`config.mk`:
```
export PLATFORM = sky130hd
export DESIGN_NAME = dpm_host
export DESIGN_NICKNAME = d
export VERILOG_FILES = /design/src/verilog/dpm_host_pkg.sv /design/src/verilog/dpm_host.sv /design/src/verilog/port_cycle.sv
export SDC_FILE = /design/constraint.sdc
export NUM_CORES = 1
export LEC_CHECK = 0
export BUFFER_PORTS_ARGS = -buffer_cell sky130_fd_sc_hd__buf_2
export CELL_PAD_IN_SITES_DETAIL_PLACEMENT = 0
export CELL_PAD_IN_SITES_GLOBAL_PLACEMENT = 2
export CORE_MARGIN = 3
export CORE_UTILIZATION = 33
export CTS_CLUSTER_DIAMETER = 100
export DETAILED_ROUTE_END_ITERATION = 8
export PLACE_DENSITY = 0.84
export SYNTH_ARGS = -nofsm -noshare
export SYNTH_HDL_FRONTEND = slang
export SYNTH_HIERARCHICAL = 1
export SYNTH_SLANG_ARGS = --single-unit
```
`constraint.sdc`:
```
create_clock -name clk -period 3.8 [get_ports clk]
set_clock_uncertainty 0.2 [all_clocks]
set_input_delay 1.14 -clock clk [delete_from_list [all_inputs] [get_ports clk]]
set_output_delay 1.14 -clock clk [all_outputs]
set_load 0.02 [all_outputs]
```
`src/verilog/dpm_host_pkg.sv`:
```
// Purpose: Shared constants and carriers for the dual-port RAM port host
// Assumes: 200 MHz clock, one RAM port driven through its pins
// Notes:   Register offsets are byte addresses of 32-bit words

package dpm_host_pkg;

  // ----------------------------------------------------------------
  // Widths
  // ----------------------------------------------------------------
  localparam int ADDR_W = 19;                 // Full-depth address lines
  localparam int DATA_W = 18;                 // One word of the array
  localparam int SEM_CNT = 8;                 // Semaphore flags per device
  localparam int SEM_SEL_W = 3;               // Low address lines for them
  localparam int SYNC_STAGES = 2;             // Pin synchroniser depth

  typedef logic [ADDR_W-1:0] addr_t;
  typedef logic [DATA_W-1:0] data_t;

  // ----------------------------------------------------------------
  // Mailbox locations, full and half depth
  // ----------------------------------------------------------------
  localparam addr_t MBOX_LEFT_FULL = 19'h7fffe;  // Raises left flag
  localparam addr_t MBOX_RIGHT_FULL = 19'h7ffff; // Raises right flag
  localparam addr_t MBOX_LEFT_HALF = 19'h3fffe;
  localparam addr_t MBOX_RIGHT_HALF = 19'h3ffff;

  // ----------------------------------------------------------------
  // Timing, in ns and derived cycles
  // ----------------------------------------------------------------
  localparam int CLK_NS = 5;
  localparam int T_SETUP_NS = 15;     // Address/enable before write pulse
  localparam int T_PULSE_NS = 15;     // Write pulse width
  localparam int T_ACCESS_NS = 15;    // Read access time
  localparam int T_RECOVER_NS = 5;    // Hold after strobe removed
  localparam int SETUP_CYC =
    (T_SETUP_NS + CLK_NS - 1) / CLK_NS + SYNC_STAGES;
  localparam int PULSE_CYC = (T_PULSE_NS + CLK_NS - 1) / CLK_NS;
  localparam int READ_CYC =
    (T_ACCESS_NS + CLK_NS - 1) / CLK_NS + SYNC_STAGES;
  localparam int HOLD_CYC = (T_RECOVER_NS + CLK_NS - 1) / CLK_NS;
  localparam int CNT_W = 8;

  // ----------------------------------------------------------------
  // Register map and fields
  // ----------------------------------------------------------------
  localparam logic [7:0] REG_CTRL = 8'h00;
  localparam logic [7:0] REG_ADDR = 8'h04;
  localparam logic [7:0] REG_WDATA = 8'h08;
  localparam logic [7:0] REG_RDATA = 8'h0c;
  localparam logic [7:0] REG_STATUS = 8'h10;

  localparam int CTRL_START = 0;
  localparam int CTRL_OP_LO = 1;      // Two bits of operation
  localparam int CTRL_SEM = 3;
  localparam int CTRL_MASTER = 4;
  localparam int CTRL_INHIBIT = 5;
  localparam int CTRL_REINIT = 6;

  localparam int ST_BUSY = 0;
  localparam int ST_DONE = 1;
  localparam int ST_TOKEN = 2;
  localparam int ST_COLLIDE = 3;
  localparam int ST_MAILBOX = 4;
  localparam int ST_INITDONE = 5;

  typedef enum logic [1:0] {
    OP_READ, OP_WRITE, OP_ACQUIRE, OP_RELEASE
  } op_t;

  // ----------------------------------------------------------------
  // Pins driven toward the RAM port
  // ----------------------------------------------------------------
  typedef struct packed {
    addr_t addr;              // Address lines
    data_t dout;              // Data driven on writes
    logic  dataOe;            // Data pins driven
    logic  arrayEnableLowN;   // Array chip enable, active low
    logic  arrayEnableHigh;   // Secondary enable, active high
    logic  tokenSpaceSelectN; // Semaphore space select, active low
    logic  outEnN;            // Output enable, active low
    logic  readWriteN;        // Low for write
  } port_pins_t;

endpackage

```
`src/verilog/dpm_host.sv`:
```
// Purpose: AHB-Lite controlled host for one port of a dual-port RAM
// Assumes: Single AHB-Lite master, word accesses, device pins async
// Notes:   Semaphores are freed from this side after every reset
//
// The implementer's own choices: the AHB-Lite slave port and the address map.

`timescale 1ns/10ps
`default_nettype none

// Behaviour
// - semaphore access: array off, select on
// - slave role: busy high normal, low inhibits
// - depth cascade ANDs busy indications externally
// - hold address, enable before write pulse
// - exactly one master part per array
// - flags active low; zero requests, one releases
// - own token only if readback succeeded
// - failed request: reread or withdraw, retry
module dpm_host #(
  parameter bit LEFT_PORT  = 1'b1,   // Port this host drives
  parameter bit HALF_DEPTH = 1'b0    // Smaller device variant
) (
  input  wire logic                 clk,
  input  wire logic                 rst,
  // AHB-Lite slave
  input  wire logic                 hsel,
  input  wire logic [31:0]          haddr,
  input  wire logic [1:0]           htrans,
  input  wire logic                 hwrite,
  input  wire logic [2:0]           hsize,
  input  wire logic [31:0]          hwdata,
  input  wire logic                 hready,
  output logic                      hreadyout,
  output logic                      hresp,
  output logic [31:0]               hrdata,
  // RAM port pins
  output dpm_host_pkg::port_pins_t  pins,
  input  wire dpm_host_pkg::data_t  dataIn,
  input  wire logic                 busyIn,      // Busy pin level
  output logic                      busyOut,     // Driven in slave role
  output logic                      busyOe,
  input  wire logic                 mailboxFlagN, // Own mailbox flag
  output logic                      roleMaster,   // Role strap to part
  output logic                      mailboxFlag   // Synced, high = set
);
  import dpm_host_pkg::*;

  typedef enum {
    S_INIT_ISSUE, S_INIT_WAIT, S_IDLE, S_OP_WAIT,
    S_ACQ_W, S_ACQ_R_ISSUE, S_ACQ_R
  } host_state_t;

  // ----------------------------------------------------------------
  // Declarations
  // ----------------------------------------------------------------
  host_state_t        state_ff;        // Command sequencer
  logic [SEM_SEL_W-1:0] initIdx_ff;    // Semaphore being freed
  op_t                op_ff;           // Stored operation
  logic               sem_ff;          // Target semaphore space
  logic               master_ff;       // Role select
  logic               inhibit_ff;      // Block writes in slave role
  addr_t              addr_ff;         // Target address
  data_t              wdata_ff;        // Write word
  data_t              rdata_ff;        // Last read word
  logic               done_ff;         // Sticky command done
  logic               token_ff;        // Last acquire succeeded
  logic               collide_ff;      // Sticky collision seen
  logic               initDone_ff;     // Free-up sweep finished
  logic               apValid_ff;      // AHB data phase pending write
  logic [7:0]         apAddr_ff;       // Its register offset
  logic [31:0]        hrdata_ff;       // Read data register
  data_t              dinMeta_ff;      // Synchroniser stage one
  data_t              dinS_ff;         // Stage two
  logic [1:0]         busyMeta_ff;     // Busy, mailbox stage one
  logic [1:0]         busyS_ff;        // Stage two
  logic               engDone;
  logic               engCollide;
  logic               engIdle;
  data_t              engRdata;

  // Offset compare, shared by write decode and read mux
  function automatic logic regIs(input logic [7:0] a,
                                 input logic [7:0] off);
    regIs = (a == off);
  endfunction

  // ----------------------------------------------------------------
  // Pin synchronisers: stage one feeds stage two only
  // ----------------------------------------------------------------
  always_ff @(posedge clk) begin
    dinMeta_ff <= dataIn;
    dinS_ff <= dinMeta_ff;
    busyMeta_ff <= {mailboxFlagN, busyIn};
    busyS_ff <= busyMeta_ff;
  end

  // ----------------------------------------------------------------
  // AHB-Lite decode, zero wait states, always OKAY
  // ----------------------------------------------------------------
  wire apTake = hsel && htrans[1] && hready;
  wire [7:0] apOff = haddr[7:0];
  wire wrCtrl = apValid_ff && regIs(apAddr_ff, REG_CTRL);
  wire wrAddr = apValid_ff && regIs(apAddr_ff, REG_ADDR);
  wire wrData = apValid_ff && regIs(apAddr_ff, REG_WDATA);
  wire startReq = wrCtrl && hwdata[CTRL_START];
  wire [31:0] statusWord = {26'h0, initDone_ff, mailboxFlag, collide_ff,
                            token_ff, done_ff, (state_ff != S_IDLE)};
  wire [31:0] ctrlWord = {25'h0, 1'b0, inhibit_ff, master_ff, sem_ff,
                          op_ff, 1'b0};
  wire [31:0] readMux =
    regIs(apOff, REG_CTRL)   ? ctrlWord :
    regIs(apOff, REG_ADDR)   ? {13'h0, addr_ff} :
    regIs(apOff, REG_WDATA)  ? {14'h0, wdata_ff} :
    regIs(apOff, REG_RDATA)  ? {14'h0, rdata_ff} :
    regIs(apOff, REG_STATUS) ? statusWord : 32'h0;

  assign hreadyout = 1'b1;
  assign hresp = 1'b0;
  assign hrdata = hrdata_ff;

  // Address phase capture and read data register
  always_ff @(posedge clk) begin
    if (rst) begin
      apValid_ff <= 1'b0;
      apAddr_ff <= 8'h00;
      hrdata_ff <= 32'h0;
    end else begin
      apValid_ff <= apTake && hwrite;
      apAddr_ff <= apOff;
      if (apTake && !hwrite) begin
        hrdata_ff <= readMux;
      end
    end
  end

  // ----------------------------------------------------------------
  // Request to the cycle engine
  // ----------------------------------------------------------------
  wire idleStart = (state_ff == S_IDLE) && startReq;
  wire startInit = idleStart && hwdata[CTRL_REINIT];
  wire [1:0] newOp = hwdata[CTRL_OP_LO +: 2];
  wire newIsAcq = (newOp == OP_ACQUIRE);
  wire newIsSemOp = newIsAcq || (newOp == OP_RELEASE);
  wire initReq = (state_ff == S_INIT_ISSUE);
  wire acqReadReq = (state_ff == S_ACQ_R_ISSUE);
  wire opReq = idleStart && !startInit;
  wire req = initReq || acqReadReq || opReq;
  wire reqWrite = initReq || (opReq && (newOp != OP_READ));
  wire reqSem = initReq || acqReadReq ||
                (opReq && (newIsSemOp || hwdata[CTRL_SEM]));
  // Only the low lines reach a semaphore; the sweep drives the rest as zero
  wire addr_t reqAddr = initReq ? addr_t'(initIdx_ff) : addr_ff;
  // Zero requests a token, one frees it
  wire data_t reqData = (initReq || (opReq && newOp == OP_RELEASE)) ?
                        '1 :
                        (opReq && newIsAcq) ? '0 : wdata_ff;
  wire acqFinish = (state_ff == S_ACQ_R) && engDone;
  // Sweep counts as finished only after the last flag is freed
  wire initLast = (state_ff == S_INIT_WAIT) && engDone &&
                  (initIdx_ff == SEM_SEL_W'(SEM_CNT - 1));

  port_cycle u_cycle (
    .clk        (clk),
    .rst        (rst),
    .req        (req),
    .isWrite    (reqWrite),
    .isSem      (reqSem),
    .masterRole (master_ff),
    .reqAddr    (reqAddr),
    .reqData    (reqData),
    .busyNS     (busyS_ff[0]),
    .dinS       (dinS_ff),
    .pins       (pins),
    .done       (engDone),
    .rdata      (engRdata),
    .collision  (engCollide),
    .idle       (engIdle)
  );

  // Slave role: busy pin is our write inhibit; master role: input
  assign busyOe = !master_ff;
  assign busyOut = !inhibit_ff;
  assign roleMaster = master_ff;
  assign mailboxFlag = !busyS_ff[1];

  // ----------------------------------------------------------------
  // Command sequencer
  // ----------------------------------------------------------------
  always_ff @(posedge clk) begin
    if (rst) begin
      state_ff <= S_INIT_ISSUE;
      initIdx_ff <= '0;
    end else begin
      case (state_ff)
        S_INIT_ISSUE: state_ff <= S_INIT_WAIT;
        S_INIT_WAIT: if (engDone) begin
          initIdx_ff <= initIdx_ff + 1'b1;
          state_ff <= (initIdx_ff == SEM_SEL_W'(SEM_CNT - 1)) ?
                      S_IDLE : S_INIT_ISSUE;
        end
        S_IDLE: if (startInit) begin
          state_ff <= S_INIT_ISSUE;
          initIdx_ff <= '0;
        end else if (opReq) begin
          state_ff <= newIsAcq ? S_ACQ_W : S_OP_WAIT;
        end
        S_OP_WAIT: if (engDone) state_ff <= S_IDLE;
        S_ACQ_W: if (engDone) state_ff <= S_ACQ_R_ISSUE;
        S_ACQ_R_ISSUE: state_ff <= S_ACQ_R;
        S_ACQ_R: if (engDone) state_ff <= S_IDLE;
        default: state_ff <= S_IDLE;
      endcase
    end
  end

  // Control registers written by software
  always_ff @(posedge clk) begin
    if (rst) begin
      op_ff <= OP_READ;
      sem_ff <= 1'b0;
      master_ff <= 1'b0;
      inhibit_ff <= 1'b0;
      addr_ff <= '0;
      wdata_ff <= '0;
    end else begin
      if (wrCtrl) begin
        op_ff <= op_t'(newOp);
        sem_ff <= hwdata[CTRL_SEM];
        master_ff <= hwdata[CTRL_MASTER];
        inhibit_ff <= hwdata[CTRL_INHIBIT];
      end
      if (wrAddr) addr_ff <= hwdata[ADDR_W-1:0];
      if (wrData) wdata_ff <= hwdata[DATA_W-1:0];
    end
  end

  // Status: event set wins over the clear made by a new start
  always_ff @(posedge clk) begin
    if (rst) begin
      rdata_ff <= '0;
      done_ff <= 1'b0;
      token_ff <= 1'b0;
      collide_ff <= 1'b0;
      initDone_ff <= 1'b0;
    end else begin
      if (engDone && state_ff == S_OP_WAIT && op_ff == OP_READ) begin
        rdata_ff <= engRdata;
      end
      if (acqFinish) begin
        rdata_ff <= engRdata;
        token_ff <= !engRdata[0];
      end else if (opReq && newOp == OP_RELEASE) begin
        token_ff <= 1'b0;
      end
      done_ff <= (engDone && state_ff != S_INIT_WAIT) ||
                 (done_ff && !idleStart);
      collide_ff <= engCollide || (collide_ff && !idleStart);
      if (initLast) initDone_ff <= 1'b1;
      else if (startInit) initDone_ff <= 1'b0;
    end
  end

  initial begin
    if (ADDR_W != 19 || DATA_W != 18 || SEM_CNT != 8) begin
      $error("unsupported port geometry");
    end
  end
endmodule

`default_nettype wire

```
`src/verilog/port_cycle.sv`:
```
// Purpose: Runs one SRAM-style cycle on the RAM port pins
// Assumes: Busy and data inputs already synchronised by the caller
// Notes:   Accepts a request only while idle

`timescale 1ns/10ps
`default_nettype none

module port_cycle (
  input  wire logic                 clk,
  input  wire logic                 rst,
  input  wire logic                 req,        // Start, idle only
  input  wire logic                 isWrite,
  input  wire logic                 isSem,
  input  wire logic                 masterRole,
  input  wire dpm_host_pkg::addr_t  reqAddr,
  input  wire dpm_host_pkg::data_t  reqData,
  input  wire logic                 busyNS,     // Synced busy, low = hit
  input  wire dpm_host_pkg::data_t  dinS,       // Synced data pins
  output dpm_host_pkg::port_pins_t  pins,
  output logic                      done,       // Last cycle pulse
  output dpm_host_pkg::data_t       rdata,
  output logic                      collision,  // Stalled on busy
  output logic                      idle
);
  import dpm_host_pkg::*;

  typedef enum {C_IDLE, C_SETUP, C_PULSE, C_HOLD} cyc_state_t;

  cyc_state_t             state_ff;     // Cycle phase
  logic [CNT_W-1:0]       cnt_ff;       // Phase countdown
  logic                   wr_ff;        // Latched direction
  logic                   sem_ff;       // Latched space
  addr_t                  addr_ff;      // Address held for whole cycle
  data_t                  data_ff;      // Write data held
  data_t                  rdata_ff;     // Captured read word
  logic [CNT_W-1:0]       stable_ff;    // Helper: cycles in setup

  wire inCycle = (state_ff != C_IDLE);
  wire cntZero = (cnt_ff == '0);
  // Writes wait while the master reports a clash on an array word
  wire stall = wr_ff && !sem_ff && masterRole && !busyNS;
  wire setupEnd = (state_ff == C_SETUP) && cntZero && !stall;

  // ----------------------------------------------------------------
  // Pin decode
  // ----------------------------------------------------------------
  assign pins.addr = addr_ff;
  assign pins.dout = data_ff;
  assign pins.dataOe = inCycle && wr_ff;
  // Semaphore space: array enable off, secondary off, select on
  assign pins.arrayEnableLowN = !(inCycle && !sem_ff);
  assign pins.arrayEnableHigh = !(inCycle && sem_ff);
  assign pins.tokenSpaceSelectN = !(inCycle && sem_ff);
  assign pins.outEnN = !(inCycle && !wr_ff);
  assign pins.readWriteN = !((state_ff == C_PULSE) && wr_ff);
  assign done = (state_ff == C_HOLD) && cntZero;
  assign rdata = rdata_ff;
  assign collision = (state_ff == C_SETUP) && cntZero && stall;
  assign idle = !inCycle;

  // ----------------------------------------------------------------
  // Phase sequencer
  // ----------------------------------------------------------------
  always_ff @(posedge clk) begin
    if (rst) begin
      state_ff <= C_IDLE;
      cnt_ff <= '0;
    end else begin
      case (state_ff)
        C_IDLE: if (req) begin
          state_ff <= C_SETUP;
          cnt_ff <= isWrite ? CNT_W'(SETUP_CYC - 1) : CNT_W'(READ_CYC - 1);
        end
        C_SETUP: if (!cntZero) begin
          cnt_ff <= cnt_ff - 1'b1;
        end else if (!stall) begin
          state_ff <= wr_ff ? C_PULSE : C_HOLD;
          cnt_ff <= wr_ff ? CNT_W'(PULSE_CYC - 1) : CNT_W'(HOLD_CYC - 1);
        end
        C_PULSE: if (cntZero) begin
          state_ff <= C_HOLD;
          cnt_ff <= CNT_W'(HOLD_CYC - 1);
        end else begin
          cnt_ff <= cnt_ff - 1'b1;
        end
        C_HOLD: if (cntZero) begin
          state_ff <= C_IDLE;
        end else begin
          cnt_ff <= cnt_ff - 1'b1;
        end
        default: state_ff <= C_IDLE;
      endcase
    end
  end

  // Request latch and read capture; data path also cleared by reset
  always_ff @(posedge clk) begin
    if (rst) begin
      wr_ff <= 1'b0;
      sem_ff <= 1'b0;
      addr_ff <= '0;
      data_ff <= '0;
      rdata_ff <= '0;
    end else begin
      if (req && !inCycle) begin
        wr_ff <= isWrite;
        sem_ff <= isSem;
        addr_ff <= reqAddr;
        data_ff <= reqData;
      end
      if (setupEnd && !wr_ff) begin
        rdata_ff <= dinS;
      end
    end
  end

  // Helper for the setup check only
  always_ff @(posedge clk) begin
    if (rst || state_ff != C_SETUP) begin
      stable_ff <= '0;
    end else begin
      stable_ff <= stable_ff + 1'b1;
    end
  end
endmodule

`default_nettype wire

```
==> metrics.yaml <==
clock_network:
  clock-sinks: 205
  postCtsSetupBuffers: 0
  cts_buffers: 23
  cts_root_buffer: "clkbuf_16"
  clock_path_buffers: 3
  h-tree-depth: 1
  holdBufCountCts: 0
  cts_tree: "yes"
  cts_resized: 0
  clk_pin_slew_ns: 0.06
  clock_latency_ns: 0.51
power_and_ir_drop:
  p_int_uw: 4050
  pwr-share-clk_pct: 38.6
  powerDensity_mw_per_mm2: 583
  switchingPower_uw: 1700
  comb_power_share_pct: 19.7
  ir_worst_vdd_v: 0.000315
  p_seq_share_pct: 41.7
  p_leak_uw: 0.00389
  swShare_pct: 29.5
floorplan:
  io_pins: 175
  die_height_um: 165
  die_area_mm2: 0.0271
  coreArea_mm2: 0.0245
  core.rowCount: 57
  start_util_pct: 33.8
  die_w_um: 165
global_route:
  grt_overflow: 0
  grtUsageMet2_pct: 23.1
  grt_pass1_wl_um: 34300
  grt_antenna_before_repair: 0
  use_met1_pct: 23.9
  busiest_layer: "met1"
  grt_pass1_vias: 5957
  grt_use_met3_pct: 3.81
  track_usage_pct: 15.9
  grt_max_degree: 55
hold_path:
  hold_path.class: "register to register"
detailed_routing:
  route.detailed.drc: 0
  ant_nets: 0
  drt-initial-drc-count: 512
  firstDrtPassIters: 4
  routed_wirelength_um: 22000
  vias: 6394
  wl_per_cell_um: 16.3
  via_per_inst: 4.74
timing:
  setup_viol: 0
  maxSlewHeadroom_pct: 43.4
  post-route-period-util_pct: 85.6
  fin_setup_tns_ns: 0
  hold_viol: 0
  slew_violations: 0
  worst_pin_slew_ns: 0.844
  period_needed_ns: 3.25
  clock.fmax_mhz: 307
  rsz0062_at_grt: "false"
final_layout:
  area.growth.synth_to_final_pct: 18.8
  final_common_cell: "dfxtp_1"
  fin_nets: 1112
  fillers: 2507
  drive_gt1_share_pct: 19.7
  final_cell_area_mm2: 0.00985
  diodes: 0
  final_cell_mix: "205 x dfxtp_1, 157 x nand2_1, 117 x buf_2"
worst_setup_path:
  critPathLaunchType: "register"
  rrSetupSlack_ns: 1.13
  cp_max_fo: 11
  crit_type: "register to output pin"
  critPathRequiredTime_ns: 2.46
  crit_path_end_kind: "output pin"
  arrival_ns: 1.91
logic_synthesis:
  ys_types: 70
  synth_top_cell_area_share_pct: 49.5
  synthFlopType: "dfxtp_1"
  synth_seq_cells: 205
  ys_seq_area_share_pct: 49.5
  ys_top_cells_by_area: "dfxtp_1 49%, mux2i_1 7.7%, nand2_1 7.1%, a21oi_1 5.1%, nor2_1 3.5%"
  yosys_warnings: 6
  synthArstFlopShare_pct: 0
  netlist_area_mm2: 0.00829
  syn_inst: 914
  synth_edf_count: 0
  yosys.area.top_type: "dfxtp_1"
  avgSynthCellArea_um2: 9.07
placed_design:
  dp_hpwl_um: 15700
  place_area_mm2: 0.00909
  numPortBuffers: 118
  place.gp.congestion: 0.818
outcome:
  status: "complete, no violations"
run:
  drv_cap: 0
==> stage by stage <==
| step | utilization [%] | hold WS, ns | std cells | setup WS [ns] | total power, µW |
|---|---|---|---|---|---|
| 4_1_cts | 40.2 | 0.125 | 1350 | 0.556 | 5830 |
| 3_3_place_gp | 37.0 | 0.111 | 1309 | 0.643 | 3570 |
| 6_report | 40.2 | 0.122 | 1350 | 0.546 | 5750 |
| 5_1_grt | 40.2 | 0.128 | 1350 | 0.437 | 6060 |
| 3_5_place_dp | 37.0 | 0.113 | 1309 | 0.626 | 3580 |
| 2_1_floorplan | - | 0.110 | 927 | 0.724 | 3300 |
==> cells by family (layout without fill, tap and decap cells) <==
kind of cell	after synthesis	count (layout)	synth area share [%]
multiplexers	67	67	8.13
buffers and inverters	93	192	5.78
AO/OA/AOI/OAI	177	177	13.9
adder cells (fa/ha/maj)	9	9	1.33
flip-flops	205	205	49.5
AND/OR/NAND/NOR	360	360	21.2
other	2	15	0.0905
XOR/XNOR	1	1	0.106
==> power groups by stage <==
| stage | Combinational (µW) | Sequential (µW) | Clock, µW |
|---|---|---|---|
| after global routing | 1270 | 2420 | 2370 |
| after floorplan | 839 | 2460 | 0 |
| after global placement | 1130 | 2440 | 0 |
| after CTS | 1140 | 2400 | 2290 |
| after detailed placement | 1140 | 2440 | 0 |
| final | 1130 | 2400 | 2220 |
==> final timing paths <==
| check | startpoint | end | depth (start not counted) |
|---|---|---|---|
| min | dinMeta_ff[3] | dinS_ff[3] | 0 |
| min reg2reg | dinMeta_ff[3] | dinS_ff[3] | 0 |
| max reg2reg | u_cycle/cnt_ff[0] | rdata_ff[3] | 11 |
| max | u_cycle/state_ff[0] | pins[2] | 5 |
==> flip-flops by register name (all words and copies together), names as in the netlist, 18 cells and up <==
register and count:
wdata_ff 18, u_cycle/data_ff 18, hrdata 19, u_cycle/addr_ff 19
dinMeta_ff 18, rdata_ff 18, addr_ff 19, u_cycle/rdata 18
dinS_ff 18
==> worst max-delay path, stage by stage, from the launching register on <==
cell     delay [ns]
dfxtp_1        0.34
inv_1          0.09
ha_1           0.45
inv_1          0.23
nand2_1        0.13
buf_2          0.17
==> layer usage <==
layer	share of wire, %	up-vias
met5	0	-
met4	1.8	0
met3	6.1	29
met2	41	146
met1	51	2908
li1	-	3311
==> cell type report <==
type	instances	area, µm²	area share, %
clock buffer	35	681	6.91
multi-input combinational	629	3770	38.3
inverter	16	60.1	0.610
tap	324	405	4.12
sequential	205	4100	41.7
clock inverter	6	83.8	0.851
timing repair buffer	135	746	7.57
==> cells in the mapped netlist, types with 3 or more instances <==
library cell / number
dfxtp_1: 205
nand2_1: 157
a21oi_1: 85
nor2_1: 77
mux2i_1: 64
clkbuf_1: 33
nor2b_1: 30
a21o_1: 21
buf_4: 21
nand3_1: 21
inv_1: 16
buf_2: 14
o21ai_1: 14
a22oi_1: 13
nand2b_1: 13
nor4b_1: 13
ha_1: 8
nand4_1: 6
o21ai_0: 6
buf_1: 5
nor3_1: 5
a32oi_1: 4
or3_1: 4
a221o_1: 3
a311oi_2: 3
a32o_1: 3
and2_1: 3
buf_6: 3
mux2_2: 3
nor3b_1: 3
Power figures use the tool's default switching activity.
